$ cat config.mk
export PLATFORM = sky130hd
export DESIGN_NAME = scc_top
export DESIGN_NICKNAME = d
export VERILOG_FILES = /design/src/hw/scc_top.v /design/src/hw/scc_nco.v /design/src/hw/scc_pin_sync.v
export VERILOG_INCLUDE_DIRS = /design/src /design/src/hw
export SDC_FILE = /design/constraint.sdc
export NUM_CORES = 1
export LEC_CHECK = 0
export BUFFER_PORTS_ARGS = -buffer_cell sky130_fd_sc_hd__buf_2
export CORE_ASPECT_RATIO = 1.2
export CORE_MARGIN = 8
export CORE_UTILIZATION = 63
export DETAILED_ROUTE_END_ITERATION = 10
export GPL_ROUTABILITY_DRIVEN = 0
export PLACE_DENSITY = 0.8
export SLEW_MARGIN = 0
export SYNTH_ARGS = -nofsm -noshare
export SYNTH_HDL_FRONTEND = slang
export SYNTH_SLANG_ARGS = --single-unit
export TNS_END_PERCENT = 10
$ cat constraint.sdc
create_clock -name clock -period 9.5 [get_ports clock]
set_input_delay 0.95 -clock clock [delete_from_list [all_inputs] [get_ports clock]]
set_output_delay 0.95 -clock clock [all_outputs]
set_load 0.02 [all_outputs]
$ cat src/hw/scc_defines.vh
/*
 * Constants for the sample clock and slot configuration block: register
 * indices, field positions, reset values and clock figures.
 * Assumes it is included by bare name from each design file that needs it.
 */
`ifndef SCC_DEFINES_VH
`define SCC_DEFINES_VH

// Register indices; the byte address on the bus is four times the index.
`define SCC_IDX_SLOT_CFG     8'h11
`define SCC_IDX_SAMPLE_RATE  8'h12
`define SCC_IDX_EXT_STARTUP  8'h38
`define SCC_IDX_SLOW_CTRL    8'h4B
`define SCC_IDX_FAST_TRIM    8'h4D
`define SCC_IDX_PIN_CTRL     8'h4F
`define SCC_IDX_STATUS       8'h70

// Reset values.
`define SCC_RST_SLOT_CFG     16'h1000
`define SCC_RST_SAMPLE_RATE  16'h0008
`define SCC_RST_EXT_STARTUP  16'h0000
`define SCC_RST_SLOW_CTRL    16'h2612
`define SCC_RST_FAST_TRIM    16'h0098
`define SCC_RST_PIN_CTRL     16'h2010

// Field positions.
`define SCC_SLOT_EN_BIT      0
`define SCC_FMT_HI           4
`define SCC_FMT_LO           2
`define SCC_BYP_BIT          8
`define SCC_CLKEN_BIT        7
`define SCC_STRIM_HI         5
`define SCC_STRIM_LO         0
`define SCC_FTRIM_HI         7
`define SCC_FTRIM_LO         0
`define SCC_SEL_HI           3
`define SCC_SEL_LO           2
`define SCC_PIN0_IE_BIT      1
`define SCC_PIN1_HI          6
`define SCC_PIN1_LO          5

// Field codes.
`define SCC_FMT_NONE         3'h0
`define SCC_FMT_SUM16        3'h1
`define SCC_FMT_SUM32        3'h2
`define SCC_FMT_CH16         3'h4
`define SCC_FMT_CH32         3'h6
`define SCC_SEL_INTERNAL     2'h0
`define SCC_SEL_PIN0         2'h1
`define SCC_SEL_PIN1         2'h2
`define SCC_SEL_RESERVED     2'h3
`define SCC_PIN1_AS_INPUT    2'h1
`define SCC_STARTUP_WORD     16'h4000

// Clock figures in Hz, centre trim codes and accumulator width in bits.
`define SCC_CLK_HZ           64'd100000000
`define SCC_SLOW_CENTER_HZ   64'd32768
`define SCC_SLOW_STEP_HZ     64'd600
`define SCC_SLOW_CENTER_CODE 64'd34
`define SCC_FAST_DEFAULT_HZ  64'd32000000
`define SCC_FAST_STEP_HZ     64'd109000
`define SCC_FAST_DEFAULT_CODE 64'd152
`define SCC_ACC_W            24

`endif

$ cat src/hw/scc_top.v
/*
 * Sample clock and first slot configuration: Wishbone classic register
 * slave, slow sample clock generation with trim and external bypass,
 * fast timing clock trim, sample trigger selection and FIFO format decode.
 * Assumes a 100 MHz clock, an asynchronous active-low reset and general
 * pins that are asynchronous to the clock. Each register is one 32-bit
 * bus word of which only the low 16 bits are stored.
 */
// The Wishbone interface to the registers was decided locally.
`include "scc_defines.vh"

module scc_top (
  input  wire        clock,
  input  wire        arst_n,
  input  wire        wb_cyc_i,
  input  wire        wb_stb_i,
  input  wire        wb_we_i,
  input  wire [9:0]  wb_adr_i,
  input  wire [3:0]  wb_sel_i,
  input  wire [31:0] wb_dat_i,
  output reg  [31:0] wb_dat_o,
  output reg         wb_ack_o,
  input  wire        general_pin_zero,
  input  wire        general_pin_one,
  output reg         sample_clock_tick,
  output reg         timing_clock_tick,
  output reg         sample_start,
  output reg         first_slot_enable,
  output reg  [2:0]  first_slot_fifo_format,
  output reg  [3:0]  fifo_halfwords,
  output reg  [5:0]  slow_clock_trim,
  output reg  [7:0]  fast_clock_trim,
  output reg         pin_zero_input_enable,
  output reg         pin_one_input_enable
);

  // Reset release.
  reg rst_meta_q;
  reg rst_n_q;

  always @(posedge clock or negedge arst_n) begin
    if (!arst_n) begin
      rst_meta_q <= 1'b0;
      rst_n_q    <= 1'b0;
    end else begin
      rst_meta_q <= 1'b1;
      rst_n_q    <= rst_meta_q;
    end
  end

  // Register storage.
  reg [15:0] slot_fifo_config_q;
  reg [15:0] sample_rate_setting_q;
  reg [15:0] ext_trigger_startup_q;
  reg [15:0] slow_clock_control_q;
  reg [15:0] fast_clock_trim_q;
  reg [15:0] pin_control_q;

  // Decoded fields.
  wire [2:0] fmt_w     = slot_fifo_config_q[`SCC_FMT_HI:`SCC_FMT_LO];
  wire       slot_en_w = slot_fifo_config_q[`SCC_SLOT_EN_BIT];
  wire       bypass_w  = slow_clock_control_q[`SCC_BYP_BIT];
  wire       clk_en_w  = slow_clock_control_q[`SCC_CLKEN_BIT];
  wire [5:0] strim_w   = slow_clock_control_q[`SCC_STRIM_HI:`SCC_STRIM_LO];
  wire [7:0] ftrim_w   = fast_clock_trim_q[`SCC_FTRIM_HI:`SCC_FTRIM_LO];
  wire [1:0] sel_w     = pin_control_q[`SCC_SEL_HI:`SCC_SEL_LO];
  wire [1:0] pin1_mode = pin_control_q[`SCC_PIN1_HI:`SCC_PIN1_LO];

  // Number of 16-bit FIFO words each sample of the slot produces.
  function [3:0] fmt_halfwords;
    input [2:0] fmt;
    begin
      case (fmt)
        `SCC_FMT_NONE:  fmt_halfwords = 4'h0;
        `SCC_FMT_SUM16: fmt_halfwords = 4'h1;
        `SCC_FMT_SUM32: fmt_halfwords = 4'h2;
        `SCC_FMT_CH16:  fmt_halfwords = 4'h4;
        `SCC_FMT_CH32:  fmt_halfwords = 4'h8;
        default:        fmt_halfwords = 4'h0;
      endcase
    end
  endfunction

  function fmt_reserved;
    input [2:0] fmt;
    begin
      case (fmt)
        `SCC_FMT_NONE, `SCC_FMT_SUM16, `SCC_FMT_SUM32,
        `SCC_FMT_CH16, `SCC_FMT_CH32: fmt_reserved = 1'b0;
        default:                      fmt_reserved = 1'b1;
      endcase
    end
  endfunction

  // Status bits that software reads back to catch a bad setup.
  // The register is read-only, so a stray write cannot hide the fault.
  wire startup_word_bad_w =
    ((sel_w == `SCC_SEL_PIN0) || (sel_w == `SCC_SEL_PIN1)) ?
    (ext_trigger_startup_q != `SCC_STARTUP_WORD) :
    (ext_trigger_startup_q != `SCC_RST_EXT_STARTUP);
  wire bypass_pin_bad_w   = bypass_w && (pin1_mode != `SCC_PIN1_AS_INPUT);
  wire trigger_res_w      = (sel_w == `SCC_SEL_RESERVED);

  // Wishbone classic slave: ack comes one cycle after the request and the
  // write is committed on the edge at which the master samples ack.
  wire       req_w = wb_cyc_i & wb_stb_i;
  wire [7:0] idx_w = wb_adr_i[9:2];
  wire       wr_w  = req_w & wb_we_i & wb_ack_o;
  wire       ack_d = req_w & ~wb_ack_o;

  // One strobe per writable register; each fires only on the edge that sees ack.
  wire       wr_slot_w  = wr_w & (idx_w == `SCC_IDX_SLOT_CFG);
  wire       wr_rate_w  = wr_w & (idx_w == `SCC_IDX_SAMPLE_RATE);
  wire       wr_start_w = wr_w & (idx_w == `SCC_IDX_EXT_STARTUP);
  wire       wr_slow_w  = wr_w & (idx_w == `SCC_IDX_SLOW_CTRL);
  wire       wr_fast_w  = wr_w & (idx_w == `SCC_IDX_FAST_TRIM);
  wire       wr_pin_w   = wr_w & (idx_w == `SCC_IDX_PIN_CTRL);

  function [15:0] merge;
    input [15:0] old;
    input [31:0] data;
    input [3:0]  sel;
    begin
      merge = {sel[1] ? data[15:8] : old[15:8], sel[0] ? data[7:0] : old[7:0]};
    end
  endfunction

  reg [31:0] rd_d;
  reg [15:0] status_d;

  always @* begin
    status_d = {12'h000, trigger_res_w, bypass_pin_bad_w, startup_word_bad_w,
                fmt_reserved(fmt_w)};
    case (idx_w)
      `SCC_IDX_SLOT_CFG:    rd_d = {16'h0000, slot_fifo_config_q};
      `SCC_IDX_SAMPLE_RATE: rd_d = {16'h0000, sample_rate_setting_q};
      `SCC_IDX_EXT_STARTUP: rd_d = {16'h0000, ext_trigger_startup_q};
      `SCC_IDX_SLOW_CTRL:   rd_d = {16'h0000, slow_clock_control_q};
      `SCC_IDX_FAST_TRIM:   rd_d = {16'h0000, fast_clock_trim_q};
      `SCC_IDX_PIN_CTRL:    rd_d = {16'h0000, pin_control_q};
      `SCC_IDX_STATUS:      rd_d = {16'h0000, status_d};
      default:              rd_d = 32'h0000_0000;
    endcase
  end

  always @(posedge clock or negedge rst_n_q) begin
    if (!rst_n_q) begin
      wb_ack_o <= 1'b0;
      wb_dat_o <= 32'h0000_0000;
    end else begin
      wb_ack_o <= ack_d;
      // Read data is captured with the request and held until the next one.
      if (ack_d) begin
        wb_dat_o <= rd_d;
      end
    end
  end

  always @(posedge clock or negedge rst_n_q) begin
    if (!rst_n_q) begin
      slot_fifo_config_q    <= `SCC_RST_SLOT_CFG;
      sample_rate_setting_q <= `SCC_RST_SAMPLE_RATE;
      ext_trigger_startup_q <= `SCC_RST_EXT_STARTUP;
      slow_clock_control_q  <= `SCC_RST_SLOW_CTRL;
      fast_clock_trim_q     <= `SCC_RST_FAST_TRIM;
      pin_control_q         <= `SCC_RST_PIN_CTRL;
    end else begin
      // Reserved bits are stored as written and read back unchanged.
      if (wr_slot_w) begin
        slot_fifo_config_q <= merge(slot_fifo_config_q, wb_dat_i, wb_sel_i);
      end
      if (wr_rate_w) begin
        sample_rate_setting_q <= merge(sample_rate_setting_q, wb_dat_i, wb_sel_i);
      end
      if (wr_start_w) begin
        ext_trigger_startup_q <= merge(ext_trigger_startup_q, wb_dat_i, wb_sel_i);
      end
      if (wr_slow_w) begin
        slow_clock_control_q <= merge(slow_clock_control_q, wb_dat_i, wb_sel_i);
      end
      if (wr_fast_w) begin
        fast_clock_trim_q <= merge(fast_clock_trim_q, wb_dat_i, wb_sel_i);
      end
      if (wr_pin_w) begin
        pin_control_q <= merge(pin_control_q, wb_dat_i, wb_sel_i);
      end
    end
  end

  // General pins; each passes two flip-flops before any logic reads it.
  wire pin0_rise_w;
  wire pin1_rise_w;

  scc_pin_sync u_pin0 (
    .clock   (clock),
    .rst_n   (rst_n_q),
    .pin     (general_pin_zero),
    .level_q (),
    .rise_q  (pin0_rise_w)
  );

  scc_pin_sync u_pin1 (
    .clock   (clock),
    .rst_n   (rst_n_q),
    .pin     (general_pin_one),
    .level_q (),
    .rise_q  (pin1_rise_w)
  );

  // Slow sample oscillator. The highest rate sits at code zero so that a
  // larger code always gives a lower rate.
  localparam [63:0] SLOW_MAX_HZ = `SCC_SLOW_CENTER_HZ +
                                  `SCC_SLOW_CENTER_CODE * `SCC_SLOW_STEP_HZ;
  wire slow_tick_w;

  scc_nco #(
    .TRIM_W    (6),
    .BASE_HZ   (SLOW_MAX_HZ),
    .STEP_HZ   (`SCC_SLOW_STEP_HZ),
    .STEP_DOWN (1)
  ) u_slow (
    .clock  (clock),
    .rst_n  (rst_n_q),
    .run    (clk_en_w & ~bypass_w),
    .trim   (strim_w),
    .tick_q (slow_tick_w)
  );

  // Fast timing oscillator, rising with the code around its default.
  localparam [63:0] FAST_MIN_HZ = `SCC_FAST_DEFAULT_HZ -
                                  `SCC_FAST_DEFAULT_CODE * `SCC_FAST_STEP_HZ;
  wire fast_tick_w;

  scc_nco #(
    .TRIM_W    (8),
    .BASE_HZ   (FAST_MIN_HZ),
    .STEP_HZ   (`SCC_FAST_STEP_HZ),
    .STEP_DOWN (0)
  ) u_fast (
    .clock  (clock),
    .rst_n  (rst_n_q),
    .run    (1'b1),
    .trim   (ftrim_w),
    .tick_q (fast_tick_w)
  );

  // Pin ticks are gated as well, so clearing bit 7 stops the sample clock and internal trigger in both modes.
  // bypass source select
  wire sample_src_w = clk_en_w & (bypass_w ? pin1_rise_w : slow_tick_w);

  // Internal trigger: one sample cycle every sample_rate_setting ticks of
  // the sample clock; a setting of zero behaves as one.
  reg  [15:0] rate_cnt_q;
  reg  [15:0] rate_cnt_d;
  wire [15:0] rate_last_w = (sample_rate_setting_q == 16'h0000) ?
                            16'h0000 : (sample_rate_setting_q - 16'h0001);
  wire        rate_hit_w  = sample_src_w && (rate_cnt_q >= rate_last_w);

  always @* begin
    rate_cnt_d = rate_cnt_q;
    if (!slot_en_w || !clk_en_w) begin
      rate_cnt_d = 16'h0000;
    end else if (sample_src_w) begin
      rate_cnt_d = rate_hit_w ? 16'h0000 : (rate_cnt_q + 16'h0001);
    end
  end

  always @(posedge clock or negedge rst_n_q) begin
    if (!rst_n_q) begin
      rate_cnt_q <= 16'h0000;
    end else begin
      rate_cnt_q <= rate_cnt_d;
    end
  end

  reg start_d;

  always @* begin
    case (sel_w)
      `SCC_SEL_INTERNAL: start_d = rate_hit_w;
      `SCC_SEL_PIN0:     start_d = pin0_rise_w;
      `SCC_SEL_PIN1:     start_d = pin1_rise_w;
      default:           start_d = 1'b0;
    endcase
  end

  // Registered pulse outputs.
  always @(posedge clock or negedge rst_n_q) begin
    if (!rst_n_q) begin
      sample_clock_tick      <= 1'b0;
      timing_clock_tick      <= 1'b0;
      sample_start           <= 1'b0;
    end else begin
      sample_clock_tick      <= sample_src_w;
      timing_clock_tick      <= fast_tick_w;
      sample_start           <= slot_en_w & start_d;
    end
  end

  // Registered copies of the configuration fields.
  always @(posedge clock or negedge rst_n_q) begin
    if (!rst_n_q) begin
      first_slot_enable      <= 1'b0;
      first_slot_fifo_format <= `SCC_FMT_NONE;
      fifo_halfwords         <= 4'h0;
      slow_clock_trim        <= 6'h00;
      fast_clock_trim        <= 8'h00;
      pin_zero_input_enable  <= 1'b0;
      pin_one_input_enable   <= 1'b0;
    end else begin
      first_slot_enable      <= slot_en_w;
      first_slot_fifo_format <= fmt_w;
      fifo_halfwords         <= fmt_halfwords(fmt_w);
      slow_clock_trim        <= strim_w;
      fast_clock_trim        <= ftrim_w;
      pin_zero_input_enable  <= pin_control_q[`SCC_PIN0_IE_BIT];
      pin_one_input_enable   <= pin1_mode == `SCC_PIN1_AS_INPUT;
    end
  end

endmodule // scc_top

$ cat src/hw/scc_nco.v
/*
 * Trimmable rate generator: a phase accumulator that emits a one-cycle
 * enable pulse on each wrap, with its rate set by a trim code.
 * Assumes trim comes from a register on the same clock.
 */
`include "scc_defines.vh"

module scc_nco #(
  parameter         TRIM_W   = 6,
  parameter         ACC_W    = `SCC_ACC_W,
  parameter [63:0]  BASE_HZ  = 64'd53168,
  parameter [63:0]  STEP_HZ  = 64'd600,
  parameter         STEP_DOWN = 1
) (
  input  wire              clock,
  input  wire              rst_n,
  input  wire              run,
  input  wire [TRIM_W-1:0] trim,
  output reg               tick_q
);
  localparam [63:0] CLK_HZ   = `SCC_CLK_HZ;
  localparam [63:0] BASE_INC = (BASE_HZ << ACC_W) / CLK_HZ;
  localparam [63:0] STEP_INC = (STEP_HZ << ACC_W) / CLK_HZ;

  reg  [ACC_W-1:0] acc_q;
  wire [63:0]      step_w = STEP_INC * {{(64-TRIM_W){1'b0}}, trim};
  wire [63:0]      inc_w  = STEP_DOWN ? (BASE_INC - step_w) : (BASE_INC + step_w);
  wire [ACC_W:0]   sum_w  = {1'b0, acc_q} + {1'b0, inc_w[ACC_W-1:0]};

  // The step is truncated to whole increments, so the trim slope is
  // accurate only to the accumulator's resolution.
  always @(posedge clock or negedge rst_n) begin
    if (!rst_n) begin
      acc_q  <= {ACC_W{1'b0}};
      tick_q <= 1'b0;
    end else if (run) begin
      acc_q  <= sum_w[ACC_W-1:0];
      tick_q <= sum_w[ACC_W];
    end else begin
      tick_q <= 1'b0;
    end
  end
endmodule // scc_nco

$ cat src/hw/scc_pin_sync.v
/*
 * Two-stage synchroniser for a general pin with a rising edge pulse.
 * Assumes the pin is asynchronous to clock.
 */
module scc_pin_sync (
  input  wire clock,
  input  wire rst_n,
  input  wire pin,
  output reg  level_q,
  output reg  rise_q
);
  reg meta_q;
  reg sync_q;

  always @(posedge clock or negedge rst_n) begin
    if (!rst_n) begin
      meta_q  <= 1'b0;
      sync_q  <= 1'b0;
      level_q <= 1'b0;
      rise_q  <= 1'b0;
    end else begin
      meta_q  <= pin;
      sync_q  <= meta_q;
      level_q <= sync_q;
      rise_q  <= sync_q & ~level_q;
    end
  end
endmodule // scc_pin_sync

* Word-level counts from Yosys, hierarchy flattened *
Index checks and enable logic that the tools add are counted.

storage, ports and cells
  register bits after elaboration = 232
  input bits = 53
  output and inout bits = 60
  logic and storage cells = 119

cells by class
  $add $sub $neg = 6
  multiply operators = 2
  order comparisons = 1
  equal/unequal tests = 17
  muxes and demuxes = 11
  bitwise logic cells = 19
  reduce and logical (&&, ||, !) cells = 24

operators with widths
  operator                number
  $pmux 16 s7             1
  $mux 16                 4
  $add 24x24->25          2
  $eq 8x7->1 const B      4
  $add 22x23->24 const A  1
  $reduce_and 2->1        12
  $mul 15x8->23 const A   1
  $add 16x1->16 const B   1
  $eq 8x5->1 const B      2
  $ge 16x16->1            1
  $logic_not 16->1        1
  $ne 16x15->1 const B    1
  $pmux 4 s4              1
  $reduce_bool 16->1      1
  $sub 16x1->16 const B   1
  $and 1x1->1             15
  $sub 14x13->15 const A  1
  $mul 5x6->11 const A    1
  $eq 8x6->1 const B      1
  $eq 3x3->1 const B      2
  $reduce_or 5->1         1
  $eq 2x1->1 const B      2
  $eq 2x2->1 const B      2
  $mux 1                  4
  11 further kinds        17

* Longest topological paths before layout *
  word-level depth = 7
  gate-level depth with buffers = 18
  depth with buffers taken out = 17

* Hierarchy *
From an unflattened synthesis, not the netlist that was laid out.

second synthesis, totals
  cell total of the unflattened synthesis = 1357
  area, all modules = 14781.7 µm²

modules (own cells, without submodules)
  module             instances  cells each  area an instance (µm²)
  scc_top            1          652         7802.5
  scc_nco at u_fast  1          475         4584.4
  scc_nco at u_slow  1          220         2167.1
  scc_pin_sync       2          5           113.9

* Worst setup path after synthesis *
OpenSTA, ideal clock, no wires.

  path type = register to register
  start = reg fast_clock_trim_q[7]
  end = reg u_fast.tick_q
  data arrival time = 4.620 ns
  required time = 9.414 ns
  setup slack = 4.794 ns
  stages on the path, launching flop included = 17
  path buffers = 1
  clock period less this slack = 4.706 ns
  path through = dfstp_2 -> inv_1 -> ha_1 -> fa_1 -> inv_1 -> fa_1 -> inv_1 -> fa_1 -> fa_1 -> ha_1 -> clkbuf_1 -> nand4_1 -> nor4_1 -> o2bb2ai_1 -> a21oi_1 -> and3_1 -> nor3_1

on the way
  word-level cells in the longest chain between the ends = 3

RTL lines
  what                      line           source
  start: declaration        scc_top.v:56   reg [15:0] fast_clock_trim_q;
  start signal: assignment  scc_top.v:165  fast_clock_trim_q <= `SCC_RST_FAST_TRIM;
  start signal: assignment  scc_top.v:182  fast_clock_trim_q <= merge(fast_clock_trim_q, wb_dat_i, wb_sel_i);
  $mul 15x8->23             scc_nco.v:26   wire [63:0] step_w = STEP_INC * {{(64-TRIM_W){1'b0}}, trim};
  $add 22x23->24            scc_nco.v:27   wire [63:0] inc_w = STEP_DOWN ? (BASE_INC - step_w) : (BASE_INC + step_w);
  $add 24x24->25            scc_nco.v:28   wire [ACC_W:0] sum_w = {1'b0, acc_q} + {1'b0, inc_w[ACC_W-1:0]};
  via u_fast.sum_w[24]      scc_nco.v:28
  end signal: assignment    scc_nco.v:38   tick_q <= sum_w[ACC_W];
  end: declaration          scc_nco.v:19   output reg tick_q

The timed path passes the listed nets, and every way through them passes these cells.
A chain may end at the register's enable or synchronous reset.

* Worst setup path in the final report *
  start = reg fast_clock_trim_q[0]
  end = reg u_fast.acc_q[23]

on the way
  word-level cells in the longest chain between the ends = 3

RTL lines
  what                    line          source
  $mul 15x8->23           scc_nco.v:26
  $add 22x23->24          scc_nco.v:27
  $add 24x24->25          scc_nco.v:28
  via u_fast.sum_w[23]    scc_nco.v:28
  end signal: assignment  scc_nco.v:34  acc_q <= {ACC_W{1'b0}};
  end signal: assignment  scc_nco.v:37  acc_q <= sum_w[ACC_W-1:0];
  end: declaration        scc_nco.v:25  reg [ACC_W-1:0] acc_q;

The timed path passes the listed nets, and every way through them passes these cells.

==> results.yml <==
outcome:
  status: "complete, no violations"
route:
  remaining_drc_errors: 0
  vias: 10050
  post_drt_wl_per_cell_um: 19.04
  drtPass1Iterations: 7
  drt-initial-drc-count: 554
  drt-total-wl_um: 32040
  vias_per_cell: 5.970
  ant_nets: 0
clocking:
  clk_latency_ns: 0.51
  clockRootBuffer: "clkbuf_16"
  cts_buffers: 23
  cts_hold_buffers: 0
  h-tree-depth: 1
  clkTransAtPathRegs_ns: 0.06
  clock_path_buffers: 3
  cts_tree: "built"
  ctsResizeCount: 0
  post_cts_buffers: 0
  cts_sinks: 214
synth:
  yosysSeqAreaShare: 0.3784
  ys.flop_type: "dfrtp_1"
  syn_avg_cell_area_sq_um: 10.74
  yosysUniqueCellTypes: 76
  syn_inst: 1321
  synth_edf_count: 0
  synth_warnings: 0
  yosysTopAreaCell: "dfrtp_1"
  synth_top_area_share: 0.3562
  synth_area_leaders: "dfrtp_1 (36%), ha_1 (13%), fa_1 (8.2%), mux2_1 (4.4%), inv_1 (3.5%)"
  ys_seq_elements: 214
  async_flop_share: 1.000
  syn_area_sq_mm: 0.01419
global_route:
  gr-usage-all-layers: 0.2358
  grt_pass1_wl_um: 53590
  grt_pass1_vias: 10630
  grt_max_degree: 75
  grt-ovfl-total: 0
  antenna_found_initial: 5
floorplan:
  core_area_sq_mm: 0.02230
  initial_utilization: 0.6365
  dieHeight_um: 180.4
  ioPinCount: 113
  rows: 60
  die_x_um: 153.0
  dieArea_sq_mm: 0.02760
finish:
  layout-drive-gt1-share: 0.1315
  layout_common_cells: "dfrtp_1 (201), ha_1 (143), inv_1 (131)"
  mostFrequentLayoutCell: "dfrtp_1"
  nets: 1637
  area_growth_pct: 8.579
flow_run:
  maxCapViolCount: 0
sta:
  slew_headroom: 0.3401
  finalSetupTns_ns: 0
  finalHoldViolCount: 0
  post-route-min-period_ns: 5.327
  setup_viol: 0
  rsz0062_at_grt: "false"
  fin_crit_sh: 0.5607
  worst_pin_slew_ns: 0.9899
  hold_slack_ns: 0.2157
  maxSlewViolCount: 0
  fmax_mhz: 187.7
  finalClockSkew_ns: 0.01118
place:
  port_buffers: 76
  place_hpwl_um: 24040
power:
  combinationalPowerShare: 0.546
  peakVddDrop_v: 0.0005077
  p_leak_nw: 7.724
  netSwitchingPower_w: 0.001758
  pwr-share-clk: 0.207
  p_int_w: 0.002458
  finalPower_w: 0.004216
  powerDensity_mw_per_mm2: 273.6
  switching_share: 0.4169
  seq_power_share: 0.246
worst_setup_path:
  crit_path_end_kind: "flip-flop"
  crit_type: "flip-flop to flip-flop"
  worst_setup_path_start_kind: "flip-flop"
  worstPathMaxFanout: 14
  critPathArrivalTime_ns: 5.73
  required_ns: 9.91
hold_path:
  hold_class: "input port to asynchronous set/reset pin"
==> cell families (layout without fill, tap and decap cells) <==
group | count (synthesis) | after routing | share of synthesized area
AOI/OAI and AO/OA | 222 | 222 | 0.1071
xor gates and xnor gates | 71 | 71 | 0.04382
adders and majority gates | 201 | 201 | 0.2079
buffers and inverters | 189 | 252 | 0.05898
DFF | 214 | 214 | 0.3784
muxes | 88 | 88 | 0.07362
other | 2 | 22 | 0.0005292
and+or+nand+nor | 334 | 334 | 0.1296
==> metrics by stage <==
step                utilization  cell area, sq um  worst slack [ns]  cells
global placement         0.6576             14660             4.216   1637
CTS                      0.6905             15400             4.121   1678
detailed placement       0.6576             14660             4.162   1637
floorplan                     -             14250             3.116   1336
global route             0.6911             15410             3.803   1683
finish                   0.6911             15410             4.173   1683
==> cell type report <==
| type | instances | area (sq um) |
|---|---|---|
| multi-input cells | 933 | 8040 |
| fillers | 1617 | 6888 |
| flip-flops and latches | 214 | 5374 |
| clock buffers | 32 | 649.4 |
| inverters | 132 | 495.5 |
| repair buffers | 79 | 402.9 |
| well taps | 279 | 349.1 |
| clock inverters | 9 | 85.08 |
| diodes | 5 | 12.51 |
==> cell usage after synthesis (20+ instances only) <==
master   number
buf_4        24
a21oi_1      48
xnor2_1      33
inv_1       131
ha_1        143
nand3_1      38
dfrtp_1     202
o21ai_0      36
nand2_1     106
mux2_1       55
nor2_1       35
fa_1         58
xor2_1       38
nor2b_1      20
==> state kept, by name, summed over array words and instances, names as in the netlist, 3 cells and up <==
| register | cells |
|---|---|
| ext_trigger_startup_q | 16 |
| pin_control_q | 16 |
| first_slot_fifo_format | 3 |
| u_slow.acc_q | 22 |
| rate_cnt_q | 16 |
| fast_clock_trim | 8 |
| wb_dat_o | 16 |
| slow_clock_control_q | 16 |
| fifo_halfwords | 4 |
| slow_clock_trim | 6 |
| u_fast.acc_q | 24 |
| fast_clock_trim_q | 16 |
| sample_rate_setting_q | 16 |
| slot_fifo_config_q | 16 |
==> power groups by stage <==
| stage | clock, W | combinational (W) | sequential (W) |
|---|---|---|---|
| detailed placement | 0 | 0.00227 | 0.00106 |
| floorplan | 0 | 0.00181 | 0.00106 |
| finish | 0.000873 | 0.00230 | 0.00104 |
| CTS | 0.000885 | 0.00228 | 0.00104 |
| global placement | 0 | 0.00219 | 0.00105 |
| global route | 0.000923 | 0.00261 | 0.00105 |
==> final timing paths <==
path | start | to | slack [ns] | cells past startpoint
max in group asynchronous | rst_n_q$_DFF_PN0_ | rate_cnt_q[13]$_DFFE_PN0P_ | 7.53 | 1
max reg2reg | fast_clock_trim_q[0]$_DFFE_PN0P_ | u_fast.acc_q[23]$_DFF_PN0_ | 4.17 | 14
max | fast_clock_trim_q[0]$_DFFE_PN0P_ | u_fast.acc_q[23]$_DFF_PN0_ | 4.17 | 14
min reg2reg | u_pin0.meta_q$_DFF_PN0_ | u_pin0.sync_q$_DFF_PN0_ | 0.35 | 0
min in group clock | u_pin0.meta_q$_DFF_PN0_ | u_pin0.sync_q$_DFF_PN0_ | 0.35 | 0
min | arst_n | rst_n_q$_DFF_PN0_ | 0.22 | 1
==> critical path, stage by stage, from the launching register on <==
cell and delay, ns:
dfrtp_1 0.86, ha_1 0.37, fa_1 0.55, fa_1 0.47
fa_1 0.56, inv_1 0.06, fa_1 0.50, inv_1 0.04
ha_1 0.37, a21oi_1 0.19, nor2b_1 0.09, a211oi_2 0.40
o211ai_1 0.27, and4_1 0.28, a211oi_1 0.19
==> routing by layer <==
layer / wire length [um] / track usage / vias to the layer above
met3: 1370 / 0.02759 / 81
met1: 12750 / 0.2774 / 5004
met5: 0 / 0 / -
met2: 16710 / 0.4297 / 254
met4: 1204 / 0.09596 / 0
li1: - / - / 4708
Power figures use the tool's default switching activity.
